===== config.mk =====
export PLATFORM = sky130hd
export DESIGN_NAME = pwm_dac_top
export DESIGN_NICKNAME = d
export VERILOG_FILES = /design/src/pwm_dac_pkg.sv /design/src/pwm_dac_top.sv /design/src/pwm_wave_gen.sv
export SDC_FILE = /design/constraint.sdc
export NUM_CORES = 1
export LEC_CHECK = 0
export BUFFER_PORTS_ARGS = -buffer_cell sky130_fd_sc_hd__buf_2
export CAP_MARGIN = 20
export CORE_MARGIN = 5
export CORE_UTILIZATION = 40
export DETAILED_ROUTE_END_ITERATION = 8
export PLACE_DENSITY = 0.73
export SLEW_MARGIN = 15
export SYNTH_ARGS = -nofsm -noshare
export SYNTH_HDL_FRONTEND = slang
export SYNTH_HIERARCHICAL = 1
export SYNTH_SLANG_ARGS = --single-unit

===== constraint.sdc =====
create_clock -name aclk -period 3.1 [get_ports aclk]
set_clock_uncertainty 0.2 [all_clocks]
set_input_delay 0.62 -clock aclk [delete_from_list [all_inputs] [get_ports aclk]]
set_output_delay 0.62 -clock aclk [all_outputs]
set_load 0.05 [all_outputs]

===== src/pwm_dac_pkg.sv =====
// Constants, register map and carrier types of the 14-bit modulator DAC
package pwm_dac_pkg;

  // Bus geometry
  localparam int AXI_ADDR_W = 18;
  localparam int AXI_DATA_W = 32;

  // Register indices; byte address is four times the index
  localparam logic [15:0] IDX_CLOCK_CONTROL = 16'hffcc;
  localparam logic [15:0] IDX_DATA_UPPER = 16'hffcd;
  localparam logic [15:0] IDX_DATA_LOWER = 16'hffce;
  localparam logic [15:0] IDX_PORT_FUNCTION = 16'hffec;
  localparam logic [15:0] IDX_STATUS = 16'hffd0;

  // Reset values and read-back patterns
  localparam logic [7:0] CLOCK_CONTROL_RESET = 8'hfe;
  localparam logic [7:0] CLOCK_CONTROL_READ = 8'hff;
  localparam logic [7:0] DATA_UPPER_RESET = 8'hc0;
  localparam logic [7:0] DATA_LOWER_RESET = 8'h00;
  localparam logic [7:0] DATA_READ = 8'hff;
  localparam logic [7:0] PORT_FUNCTION_RESET = 8'h00;

  // Field positions
  localparam int PERIOD_SEL_BIT = 0;
  localparam int PORT_PWM_BIT = 0;
  localparam int UPPER_VALUE_W = 6;
  localparam int LOWER_VALUE_W = 8;
  localparam int VALUE_W = UPPER_VALUE_W + LOWER_VALUE_W;
  localparam int STATUS_LEVEL_BIT = 16;

  // Waveform timing
  localparam int PERIOD_UNITS = 16384;
  localparam int PULSES = 64;
  localparam int PULSE_UNITS = PERIOD_UNITS / PULSES;
  localparam int PULSE_IDX_W = $clog2(PULSES);
  localparam int POS_W = $clog2(PULSE_UNITS);
  localparam int CNT_W = $clog2(PERIOD_UNITS);
  localparam logic [VALUE_W-1:0] FULL_HIGH_MIN = 14'h3fc0;

  // AXI responses
  localparam logic [1:0] RESP_OKAY = 2'b00;
  localparam logic [1:0] RESP_SLVERR = 2'b10;

  // Carrier from the register file to the waveform generator
  typedef struct packed {
    logic period_sel;
    logic load;
    logic [VALUE_W-1:0] value;
  } wave_cfg_s;

  // Carrier back from the generator
  typedef struct packed {
    logic level;
    logic [VALUE_W-1:0] active_value;
  } wave_stat_s;

endpackage


===== src/pwm_dac_top.sv =====
// AXI4-Lite register file and pin logic of the 14-bit modulator DAC
//
// Design decision made here: the AXI4-Lite interface to the registers.
`timescale 1ns/100ps
module pwm_dac_top
  import pwm_dac_pkg::*;
(
  // Clock and reset
  input wire logic aclk,
  input wire logic aresetn,
  // AXI4-Lite write address
  input wire logic [AXI_ADDR_W-1:0] s_axi_awaddr,
  input wire logic [2:0] s_axi_awprot,
  input wire logic s_axi_awvalid,
  output logic s_axi_awready,
  // AXI4-Lite write data
  input wire logic [AXI_DATA_W-1:0] s_axi_wdata,
  input wire logic [AXI_DATA_W/8-1:0] s_axi_wstrb,
  input wire logic s_axi_wvalid,
  output logic s_axi_wready,
  // AXI4-Lite write response
  output logic [1:0] s_axi_bresp,
  output logic s_axi_bvalid,
  input wire logic s_axi_bready,
  // AXI4-Lite read address
  input wire logic [AXI_ADDR_W-1:0] s_axi_araddr,
  input wire logic [2:0] s_axi_arprot,
  input wire logic s_axi_arvalid,
  output logic s_axi_arready,
  // AXI4-Lite read data
  output logic [AXI_DATA_W-1:0] s_axi_rdata,
  output logic [1:0] s_axi_rresp,
  output logic s_axi_rvalid,
  input wire logic s_axi_rready,
  // Modulator pin
  output logic pwm_pin_out,
  output logic pwm_pin_oe
);

  logic aw_held_reg;
  logic [15:0] aw_idx_reg;
  logic w_held_reg;
  logic [7:0] w_byte_reg;
  logic w_lane0_reg;
  logic bvalid_reg;
  logic [1:0] bresp_reg;
  logic rvalid_reg;
  logic [AXI_DATA_W-1:0] rdata_reg;
  logic [1:0] rresp_reg;
  logic do_write;
  logic wr_en;
  logic period_sel_reg;
  logic [UPPER_VALUE_W-1:0] upper_reg;
  logic [LOWER_VALUE_W-1:0] lower_reg;
  logic [7:0] port_function_reg;
  logic load_reg;
  logic [15:0] ar_idx;
  logic [AXI_DATA_W-1:0] rd_word;
  logic rd_hit;
  wave_cfg_s cfg;
  wave_stat_s stat;

  // Protection bits carry no meaning here
  assign s_axi_awready = !aw_held_reg && !bvalid_reg;
  assign s_axi_wready = !w_held_reg && !bvalid_reg;
  assign s_axi_arready = !rvalid_reg;
  assign s_axi_bvalid = bvalid_reg;
  assign s_axi_bresp = bresp_reg;
  assign s_axi_rvalid = rvalid_reg;
  assign s_axi_rdata = rdata_reg;
  assign s_axi_rresp = rresp_reg;

  assign do_write = aw_held_reg && w_held_reg && !bvalid_reg;
  // A write without byte lane 0 reaches no register bit
  assign wr_en = do_write && w_lane0_reg;

  always_ff @(posedge aclk) begin
    if (!aresetn) begin
      aw_held_reg <= 1'b0;
      aw_idx_reg <= '0;
    end else if (s_axi_awvalid && s_axi_awready) begin
      aw_held_reg <= 1'b1;
      aw_idx_reg <= s_axi_awaddr[AXI_ADDR_W-1:2];
    end else if (do_write) begin
      aw_held_reg <= 1'b0;
    end
  end

  always_ff @(posedge aclk) begin
    if (!aresetn) begin
      w_held_reg <= 1'b0;
      w_byte_reg <= '0;
      w_lane0_reg <= 1'b0;
    end else if (s_axi_wvalid && s_axi_wready) begin
      w_held_reg <= 1'b1;
      w_byte_reg <= s_axi_wdata[7:0];
      w_lane0_reg <= s_axi_wstrb[0];
    end else if (do_write) begin
      w_held_reg <= 1'b0;
    end
  end

  always_ff @(posedge aclk) begin
    if (!aresetn) begin
      bvalid_reg <= 1'b0;
      bresp_reg <= RESP_OKAY;
    end else if (do_write) begin
      bvalid_reg <= 1'b1;
      case (aw_idx_reg)
        IDX_CLOCK_CONTROL, IDX_DATA_UPPER, IDX_DATA_LOWER,
        IDX_PORT_FUNCTION, IDX_STATUS: bresp_reg <= RESP_OKAY;
        default: bresp_reg <= RESP_SLVERR;
      endcase
    end else if (s_axi_bready) begin
      bvalid_reg <= 1'b0;
    end
  end

  // Only the select bit is stored; reserved bits are constants
  always_ff @(posedge aclk) begin
    if (!aresetn) begin
      period_sel_reg <= CLOCK_CONTROL_RESET[PERIOD_SEL_BIT];
    end else if (wr_en && aw_idx_reg == IDX_CLOCK_CONTROL) begin
      period_sel_reg <= w_byte_reg[PERIOD_SEL_BIT];
    end
  end

  always_ff @(posedge aclk) begin
    if (!aresetn) begin
      lower_reg <= DATA_LOWER_RESET;
    end else if (wr_en && aw_idx_reg == IDX_DATA_LOWER) begin
      lower_reg <= w_byte_reg;
    end
  end

  always_ff @(posedge aclk) begin
    if (!aresetn) begin
      upper_reg <= DATA_UPPER_RESET[UPPER_VALUE_W-1:0];
    end else if (wr_en && aw_idx_reg == IDX_DATA_UPPER) begin
      upper_reg <= w_byte_reg[UPPER_VALUE_W-1:0];
    end
  end

  // Upper write hands the combined value over; relies on lower first
  always_ff @(posedge aclk) begin
    if (!aresetn) begin
      load_reg <= 1'b0;
    end else begin
      load_reg <= wr_en && aw_idx_reg == IDX_DATA_UPPER;
    end
  end

  always_ff @(posedge aclk) begin
    if (!aresetn) begin
      port_function_reg <= PORT_FUNCTION_RESET;
    end else if (wr_en && aw_idx_reg == IDX_PORT_FUNCTION) begin
      port_function_reg <= w_byte_reg;
    end
  end

  assign ar_idx = s_axi_araddr[AXI_ADDR_W-1:2];

  always_comb begin
    rd_word = '0;
    rd_hit = 1'b1;
    case (ar_idx)
      IDX_CLOCK_CONTROL: rd_word = {24'h000000, CLOCK_CONTROL_READ};
      IDX_DATA_UPPER: rd_word = {24'h000000, DATA_READ};
      IDX_DATA_LOWER: rd_word = {24'h000000, DATA_READ};
      IDX_PORT_FUNCTION: rd_word = {24'h000000, port_function_reg};
      IDX_STATUS: begin
        rd_word[VALUE_W-1:0] = stat.active_value;
        rd_word[STATUS_LEVEL_BIT] = stat.level;
      end
      default: rd_hit = 1'b0;
    endcase
  end

  always_ff @(posedge aclk) begin
    if (!aresetn) begin
      rvalid_reg <= 1'b0;
      rdata_reg <= '0;
      rresp_reg <= RESP_OKAY;
    end else if (s_axi_arvalid && s_axi_arready) begin
      rvalid_reg <= 1'b1;
      rdata_reg <= rd_word;
      rresp_reg <= rd_hit ? RESP_OKAY : RESP_SLVERR;
    end else if (s_axi_rready) begin
      rvalid_reg <= 1'b0;
    end
  end

  assign cfg.period_sel = period_sel_reg;
  assign cfg.load = load_reg;
  // Load comes a cycle after the upper write, so both bytes are settled
  assign cfg.value = {upper_reg, lower_reg};

  pwm_wave_gen u_wave (
    .aclk(aclk),
    .aresetn(aresetn),
    .cfg(cfg),
    .stat(stat)
  );

  // Pin stays low and undriven until software hands it to the modulator
  always_ff @(posedge aclk) begin
    if (!aresetn) begin
      pwm_pin_out <= 1'b0;
      pwm_pin_oe <= 1'b0;
    end else begin
      pwm_pin_out <= port_function_reg[PORT_PWM_BIT] && stat.level;
      pwm_pin_oe <= port_function_reg[PORT_PWM_BIT];
    end
  end

endmodule


===== src/pwm_wave_gen.sv =====
// Pulse-divided waveform generator for the 14-bit modulator
`timescale 1ns/100ps
module pwm_wave_gen
  import pwm_dac_pkg::*;
(
  // Clock and reset
  input wire logic aclk,
  input wire logic aresetn,
  // Configuration and status
  input wave_cfg_s cfg,
  output wave_stat_s stat
);

  logic prescale_reg;
  logic tick;
  logic [CNT_W-1:0] cnt_reg;
  logic period_end;
  logic [VALUE_W-1:0] pending_reg;
  logic [VALUE_W-1:0] active_reg;
  logic level_reg;
  logic [PULSE_IDX_W-1:0] pulse_idx;
  logic [PULSE_IDX_W-1:0] pulse_rev;
  logic [POS_W:0] pos;
  logic [POS_W:0] base;
  logic [POS_W:0] width;
  logic extra;
  logic level_next;

  // Resolution unit is one clock or two
  assign tick = cfg.period_sel ? prescale_reg : 1'b1;
  assign period_end = tick && (cnt_reg == CNT_W'(PERIOD_UNITS - 1));

  always_ff @(posedge aclk) begin
    if (!aresetn) begin
      prescale_reg <= 1'b0;
    end else begin
      prescale_reg <= ~prescale_reg;
    end
  end

  always_ff @(posedge aclk) begin
    if (!aresetn) begin
      cnt_reg <= '0;
    end else if (tick) begin
      cnt_reg <= cnt_reg + CNT_W'(1);
    end
  end

  // Pending value waits for the period boundary so no period mixes data
  always_ff @(posedge aclk) begin
    if (!aresetn) begin
      pending_reg <= '0;
    end else if (cfg.load) begin
      pending_reg <= cfg.value;
    end
  end

  always_ff @(posedge aclk) begin
    if (!aresetn) begin
      active_reg <= '0;
    end else if (period_end) begin
      active_reg <= cfg.load ? cfg.value : pending_reg;
    end
  end

  // Bit-reversed pulse index spreads the leftover units evenly
  assign pulse_idx = cnt_reg[CNT_W-1:POS_W];
  genvar i;
  generate
    for (i = 0; i < PULSE_IDX_W; i++) begin : g_rev
      assign pulse_rev[i] = pulse_idx[PULSE_IDX_W-1-i];
    end
  endgenerate

  // High units per pulse: value/64 + 1, plus one where the bit-reversed index is below value%64
  assign pos = {1'b0, cnt_reg[POS_W-1:0]};
  assign base = {1'b0, active_reg[VALUE_W-1:PULSE_IDX_W]} +
    (POS_W+1)'(1);
  assign extra = pulse_rev < active_reg[PULSE_IDX_W-1:0];
  assign width = base + {{POS_W{1'b0}}, extra};

  always_comb begin
    level_next = pos < width;
    if (active_reg >= FULL_HIGH_MIN) begin
      level_next = 1'b1;
    end
  end

  always_ff @(posedge aclk) begin
    if (!aresetn) begin
      level_reg <= 1'b0;
    end else begin
      level_reg <= level_next;
    end
  end

  assign stat.level = level_reg;
  assign stat.active_value = active_reg;

endmodule


==> results of run 1 <==
==> per-layer routing <==
metal	wire (um)	vias up	track usage, %
met5	0	-	0
met4	207	0	5.80
met3	458	15	4.55
met2	5760	87	26.0
met1	5130	1957	18.0
li1	-	2150	-
==> Yosys cell counts (5+ instances only) <==
cell type    n  area share, %
nand3_1     18            1.7
or3_1        5           0.60
and2_1      12            1.4
ha_1        15            3.6
buf_4       20            2.9
nor2_1      36            2.6
nand2b_1     6           0.72
inv_1       14            1.0
xor2_1       7            1.2
nand2_1    114            8.2
a21oi_1     52            5.0
xnor2_1      6            1.0
mux2i_1     31            5.9
nand4_1     10            1.2
o21ai_0     24            2.3
dfxtp_1    116             44
clkbuf_1    17            1.2
mux2_4      10            2.9
a31oi_1      8           0.95
==> path summary, 6_finish.rpt <==
path | slack [ns] | startpoint | depth (start not counted) | to
max | 0.17 | u_wave/active_reg[1] | 14 | u_wave/level_reg
min | 0.21 | s_axi_rready | 2 | s_axi_rvalid
min reg2reg | 0.24 | u_wave/prescale_reg | 1 | u_wave/prescale_reg
max reg2reg | 0.17 | u_wave/active_reg[1] | 14 | u_wave/level_reg
==> power groups by stage <==
stage	sequential, mW	combinational, mW	clock, mW
3_3_place_gp	1.60	0.288	0
2_1_floorplan	1.63	0.206	0
3_5_place_dp	1.60	0.295	0
5_1_grt	1.58	0.325	2.04
6_report	1.57	0.296	1.94
4_1_cts	1.57	0.297	1.97
==> metrics by stage <==
stage	hold WS (ns)	instance area, um2	setup WS, ns
after global placement	0.216	5670	0.0776
after CTS	0.194	6260	0.0438
after detailed placement	0.231	5670	0.0775
after global routing	0.201	6300	0.0246
after floorplan	0.207	5310	0.300
final	0.211	6300	0.167
==> cell type report <==
class	instances	area, um2	share of cell area, %
sequential	116	2320	36.9
tap	172	215	3.42
inverter	16	60.1	0.954
timing repair buffer	81	430	6.84
clock buffer	21	460	7.31
multi-input combinational	429	2670	42.5
clock inverter	11	133	2.11
==> logic make-up (layout without fill, tap and decap cells) <==
| kind of cell | Yosys count | in the layout |
|---|---|---|
| buf+inv | 59 | 129 |
| flops | 116 | 116 |
| simple gates | 239 | 239 |
| compound gates | 98 | 98 |
| mux | 45 | 45 |
| fa+ha+maj | 15 | 15 |
| other cells | 1 | 19 |
| xor+xnor | 13 | 13 |
==> timing repair <==
action,in CTS,in global routing
gates resized for setup,0,10
endpoints found under the setup margin,0,1
setup buffers,0,1
hold buffers,0,0
==> metrics.cfg, run 1 <==
[outcome]
outcome=finished, final reports clean

[cells_and_area]
largest_reg_flops=16
fin_util_pct=49.5
layout.cells.non_filler=846
fillers=1200
drive_gt1_share_pct=21.5
layout_commonest_cell=dfxtp_1
diodes=0
nets=761
area_delta_synth_final_pct=20.0
final_cell_mix=dfxtp_1, nand2_1, buf_2

[cts]
clkLatencyLatePin_ns=0.40
clock_sinks=116
clk_pin_slew_ns=0.05
clockBufferDepth=2
cts_tree=built
cts_buffers=17
cts-root-buf=clkbuf_16
htreeDepth=4

[power]
p_total_mw=3.81
p_sw_share_pct=23.6
ir_worst_vdd_v=0.000318
clockPowerShare_pct=50.9
power_frac_comb_pct=7.8
total_leakage_power_nw=2.61
switchingPower_uw=897
power_frac_seq_pct=41.3
internal-power_mw=2.91
power_per_cell_area_nw_per_um2=605

[route]
vias=4209
routedWlPerCell_um=13.7
drc_errors=0
drt_first_pass_iters=5
drtAntennaViolNets=0
drt-total-wl_um=11600
via_per_inst=4.98
drtIter0Drc=159

[critical_path]
max_stage_delay_ns=0.32
cp_slowest_cell=dfxtp_2
end_kind=flip-flop
worstPathRequired_ns=3.19
crit_type=flip-flop to flip-flop
critPathLaunchType=flip-flop
crit_chain=inv_1 > ha_1 > a211o_1 > a21oi_2 > o21ai_1 > ha_2 > inv_1 > ha_4 > xnor2_1 > ha_1 > o211ai_1 > a21boi_1 > o211ai_1 > a211o_1
arrival_ns=3.02
cp_max_fo=4
crit_family=compound AO/OA/AOI/OAI gates
worst-path-buf-inv=2

[global_route]
track_usage_pct=15.2
grt_pass1_vias=4254
antenna_found_initial=0
grt_pass1_wl_um=19700
grt_max_degree=43
grt-ovfl-total=0

[placed_design]
hpwlAfterDp_um=8550
numPortBuffers=71
globalplace.congestion=0.819
placed_cells=813

[timing]
fmax_mhz=341
slew-limit-headroom_pct=43.2
rsz0062_at_grt=false
tightest_slew_ns=0.851
drv_slew=0
finalHoldViolCount=0
fin_crit_ns=2.93
setup_tns_ns=0
setup_viol=0
period_share_pct=94.6

[floorplan]
num_rows=41
die_area_um2=15500
initial_core_util_pct=41.2
core_um2=12700
pin_count=128
dieHeight_um=125
die_w_um=125

[yosys]
synthMuxAreaShare_pct=9.64
synth-simple-area-share_pct=23.3
synthXorXnorAreaFrac_pct=2.17
synth_ff_type=dfxtp_1
synth_fa_ha_area_share_pct=3.58
synth-edff-count=0
synth-compound-area-share_pct=10.4
synth_cells=586
yosys.cell_types.count=54
synth.cell_area_um2=5250
yosys_warnings=6
ys_async_sr_fraction_pct=0
synth_top_family_by_area=simple AND/OR/NAND/NOR gates
syn_avg_cell_area_um2=8.95
yosysSeqAreaShare_pct=44.3
synth_seq_cells=116

[worst_hold_path]
hp-class=input pin to flip-flop

[job]
maxCapViolCount=0

Note: power is estimated with default switching activity, not from simulation.
==> run 2, diff against run 1 <==
--- a/config.mk
+++ b/config.mk
@@ -9,6 +9,7 @@
 export CAP_MARGIN = 20
 export CORE_MARGIN = 5
 export CORE_UTILIZATION = 40
+export CTS_BUF_LIST = sky130_fd_sc_hd__clkbuf_8
 export DETAILED_ROUTE_END_ITERATION = 8
 export PLACE_DENSITY = 0.73
 export SLEW_MARGIN = 15
==> metrics.cfg, run 2 (same netlist as run 1, synthesis figures left out) <==
[timing]
fin_crit_ns=2.93
drv_slew=0
setup_tns_ns=0
slew-limit-headroom_pct=42.9
setup_viol=0
period_share_pct=94.6
rsz0062_at_grt=false
hold_slack_ns=0.180
fmax_mhz=341
finalHoldViolCount=0
tightest_slew_ns=0.856

[power]
power_frac_comb_pct=9.0
total_leakage_power_nw=2.53
p_sw_share_pct=25.6
power_per_cell_area_nw_per_um2=536
internal-power_mw=2.43
p_total_mw=3.27
power_frac_seq_pct=48.0
clockPowerShare_pct=43.0
switchingPower_uw=837
ir_worst_vdd_v=0.000262

[worst_hold_path]
hp-class=input pin to flip-flop
holdCritStartpoint=s_axi_rready
hold_depth=2
worstHoldEndpoint=s_axi_rvalid

[critical_path]
rr_startpoint=u_wave/active_reg[1]
rrSetupSlack_ns=0.17
crit_type=flip-flop to flip-flop
worstPathRequired_ns=3.22
critPathLaunchType=flip-flop
r2r_cells=14
end_kind=flip-flop
rr_endpoint=u_wave/level_reg
cp_max_fo=4
arrival_ns=3.05

[route]
routedWlPerCell_um=13.6
drtIter0Drc=148
via_per_inst=4.95
vias=4188
drc_errors=0
drt-total-wl_um=11500
drt_first_pass_iters=5
drtAntennaViolNets=0

[floorplan]
num_rows=41
die_w_um=125
core_um2=12700
pin_count=128
dieHeight_um=125
initial_core_util_pct=41.2
die_area_um2=15500

[cts]
htreeDepth=4
cts_tree=built
cts_buffers=17
clockBufferDepth=2
cts_hold_buf=0
cts-root-buf=clkbuf_8
clkLatencyLatePin_ns=0.43
clock_sinks=116
clk_pin_slew_ns=0.07

[outcome]
outcome=finished, final reports clean

[placed_design]
numPortBuffers=71
postPlaceCellArea_um2=5670
globalplace.congestion=0.819
hpwlAfterDp_um=8550

[job]
maxCapViolCount=0

[cells_and_area]
area_delta_synth_final_pct=16.4
drive_gt1_share_pct=21.5
diodes=0
layout_commonest_cell=dfxtp_1
fin_area_um2=6100
largest_reg_flops=16
final_cell_mix=dfxtp_1, nand2_1, buf_2
nets=761
fin_util_pct=48.0

[global_route]
grt_pass1_vias=4217
antenna_found_initial=0
grt_max_degree=43
grt-ovfl-total=0
grt_pass1_wl_um=19500
track_usage_pct=15.1

run 2: cell count changes in the layout (fill, tap and decap cells not counted):
cell / previous run / this run
clkbuf_1: 2 / 0
clkbuf_16: 17 / 0
inv_1: 14 / 16
clkbuf_8: 2 / 19
run 2: power groups by stage:
stage	Combinational [mW]	Clock (mW)	Sequential, mW
after CTS	0.296	1.43	1.57
after floorplan	0.206	0	1.63
after global routing	0.325	1.50	1.57
after global placement	0.288	0	1.60
final	0.296	1.41	1.57
after detailed placement	0.295	0	1.60
run 2: worst max-delay path, stage by stage, from the launching register on:
cell and delay (ns):
dfxtp_2 0.33, inv_1 0.05, ha_1 0.28, a211o_1 0.27, a21oi_2 0.14, o21ai_1 0.08, ha_2 0.21, inv_1 0.09
ha_4 0.16, xnor2_1 0.07, ha_1 0.31, o211ai_1 0.09, a21boi_1 0.15, o211ai_1 0.10, a211o_1 0.29
run 2: per-layer routing:
metal	part of all wire [%]	global-route usage, %	vias up
li1	-	-	2146
met3	4.5	4.46	13
met2	50	25.9	96
met1	44	17.9	1933
met5	0	0	-
met4	1.4	5.22	0
run 2: through the flow:
step | instances | worst slack, ns
after CTS | 845 | 0.0385
final | 846 | 0.167
after floorplan | 604 | 0.300
after global placement | 813 | 0.0776
after global routing | 846 | 0.0334
after detailed placement | 813 | 0.0775
run 2: final cells by class:
| type | instances | area (um2) |
|---|---|---|
| inverter | 16 | 60.1 |
| tap | 172 | 215 |
| timing repair buffer | 81 | 430 |
| fill | 1227 | 6620 |
| clock buffer | 19 | 262 |
| clock inverter | 13 | 140 |
| sequential | 116 | 2320 |
| multi-input combinational | 429 | 2670 |
run 2: worst max path at each step:
stage / start / endpoint / slack [ns] / depth (start not counted)
6_report: u_wave/active_reg[1] / u_wave/level_reg / 0.17 / 14
5_1_grt: u_wave/active_reg[1] / u_wave/level_reg / 0.03 / 14
4_1_cts: u_wave/active_reg[1] / u_wave/level_reg / 0.04 / 14
3_5_place_dp: u_wave/active_reg[1] / u_wave/level_reg / 0.08 / 14
3_3_place_gp: u_wave/active_reg[1] / u_wave/level_reg / 0.08 / 14
2_1_floorplan: u_wave/active_reg[1] / u_wave/level_reg / 0.30 / 14
run 2: what timing repair did:
action                                  4_1_cts  5_1_grt
gates resized for setup                       0       10
endpoints found under the setup margin        0        1
buffers inserted                              0        1
==> run 3, diff against run 2 <==
--- a/config.mk
+++ b/config.mk
@@ -12,6 +12,7 @@
 export CTS_BUF_LIST = sky130_fd_sc_hd__clkbuf_8
 export DETAILED_ROUTE_END_ITERATION = 8
 export PLACE_DENSITY = 0.73
+export SETUP_SLACK_MARGIN = 0.2
 export SLEW_MARGIN = 15
 export SYNTH_ARGS = -nofsm -noshare
 export SYNTH_HDL_FRONTEND = slang
==> metrics.cfg, run 3 (same netlist as run 1, synthesis figures left out) <==
[cts]
clkLatencyLatePin_ns=0.43
clockBufferDepth=2
clk_pin_slew_ns=0.07
cts_tree=built
cts_buffers=17
htreeDepth=4
clock_sinks=116
cts-root-buf=clkbuf_8

[power]
power_per_cell_area_nw_per_um2=530
total_leakage_power_nw=2.55
ir_worst_vdd_v=0.000261
p_total_mw=3.27

[timing]
setup_tns_ns=0
setup_viol=0
fin_crit_ns=2.82
fin_ws_ns=0.282
tightest_slew_ns=0.852
period_share_pct=90.9
hold_slack_ns=0.182
fmax_mhz=355
slew-limit-headroom_pct=43.1
drv_slew=0
rsz0062_at_grt=false
finalHoldViolCount=0

[critical_path]
rr_startpoint=u_wave/cnt_reg[12]
worst-path-buf-inv=1
cp_max_fo=5
rrSetupSlack_ns=0.28
crit_family=compound AO/OA/AOI/OAI gates
crit_type=flip-flop to flip-flop
critPathLaunchType=flip-flop
worstPathRequired_ns=3.22
cp_slowest_cell=dfxtp_4
arrival_ns=2.93
end_kind=flip-flop
rr_endpoint=u_wave/level_reg
max_stage_delay_ns=0.37
crit_chain=ha_4 > a211o_1 > a21oi_2 > o21ai_1 > ha_2 > inv_2 > ha_4 > xnor2_2 > ha_1 > o211ai_1 > a21boi_2 > o211ai_1 > a211o_1
cp_num_cells=13
r2r_cells=13

[job]
maxCapViolCount=0

[global_route]
grt_pass1_wl_um=19500
track_usage_pct=15.1
grt_max_degree=43
grt_pass1_vias=4220
grt-ovfl-total=0
antenna_found_initial=0

[route]
drtAntennaViolNets=0
drtIter0Drc=140
drt-total-wl_um=11500
vias=4201
via_per_inst=4.95
drt_first_pass_iters=7
drc_errors=0
routedWlPerCell_um=13.6

[cells_and_area]
largest_reg_flops=16
final_cell_mix=nand2_1, dfxtp_1, buf_2
diodes=0
layout_commonest_cell=nand2_1
fin_area_um2=6170
drive_gt1_share_pct=23.6
layout.cells.non_filler=849
area_delta_synth_final_pct=17.6
nets=764
fin_util_pct=48.5

[worst_hold_path]
hp-class=input pin to flip-flop
holdCritStartpoint=s_axi_rready
hold_depth=2
worstHoldEndpoint=s_axi_rvalid

[floorplan]
core_um2=12700
die_area_um2=15500
die_w_um=125
num_rows=41
pin_count=128
initial_core_util_pct=41.2
dieHeight_um=125

[placed_design]
numPortBuffers=71
globalplace.congestion=0.819
placed_cells=813
hpwlAfterDp_um=8550
postPlaceCellArea_um2=5670
pre_cts_ws_ns=0.0775

[outcome]
outcome=finished, final reports clean

[run 3: cell types whose count changed in the layout (fill, tap and decap cells not counted)]
cell      change
dfxtp_1       -4
inv_1         -4
inv_2         +4
buf_4         +3
dfxtp_2       +3
ha_1          -2
ha_4          +2
a21boi_1      -1
a21boi_2      +1
dfxtp_4       +1
xnor2_1       -1
xnor2_2       +1
[run 3: worst max-delay path by stage]
stage                                    start                to  slack (ns)
after floorplan           u_wave/active_reg[1]  u_wave/level_reg        0.30
after global placement    u_wave/active_reg[1]  u_wave/level_reg        0.08
after detailed placement  u_wave/active_reg[1]  u_wave/level_reg        0.08
after CTS                 u_wave/active_reg[1]  u_wave/level_reg        0.21
after global routing        u_wave/cnt_reg[12]  u_wave/level_reg        0.18
final                       u_wave/cnt_reg[12]  u_wave/level_reg        0.28
[run 3: cell type report]
class / count / area (um2)
clock buffers: 19 / 262
flip-flops and latches: 116 / 2330
repair buffers: 84 / 453
clock inverters: 13 / 140
well taps: 172 / 215
inverters: 16 / 60.1
fillers: 1219 / 6550
multi-input cells: 429 / 2710
[run 3: per-layer routing]
metal	wire [um]	part of all wire, %	track usage, %	up-vias
met4	164	1.4	5.22	0
met5	0	0	0	-
met2	5760	50	26.0	87
met3	488	4.2	4.46	12
li1	-	-	-	2153
met1	5140	44	17.9	1949
[run 3: repair_timing]
action                     4_1_cts  5_1_grt
gates resized for setup         11       12
setup endpoints to repair        1        1
gates cloned                     0        0
pin swaps                        1       15
hold buffers                     0        0
setup buffers                    0        4
[run 3: power breakdown]
group	switching (mW)	internal (mW)	total, mW	leakage (nW)
Clock	0.583	0.820	1.40	0.217
Sequential	0.0373	1.53	1.57	0.945
Combinational	0.215	0.0829	0.298	1.39
Total	0.835	2.43	3.27	2.55
[run 3: worst reg2reg max path, stage by stage (launching register included)]
cell and delay [ns]:
dfxtp_4 0.37, ha_4 0.23, a211o_1 0.29, a21oi_2 0.12, o21ai_1 0.07, ha_2 0.20, inv_2 0.07, ha_4 0.15
xnor2_2 0.07, ha_1 0.30, o211ai_1 0.11, a21boi_2 0.16, o211ai_1 0.10, a211o_1 0.26
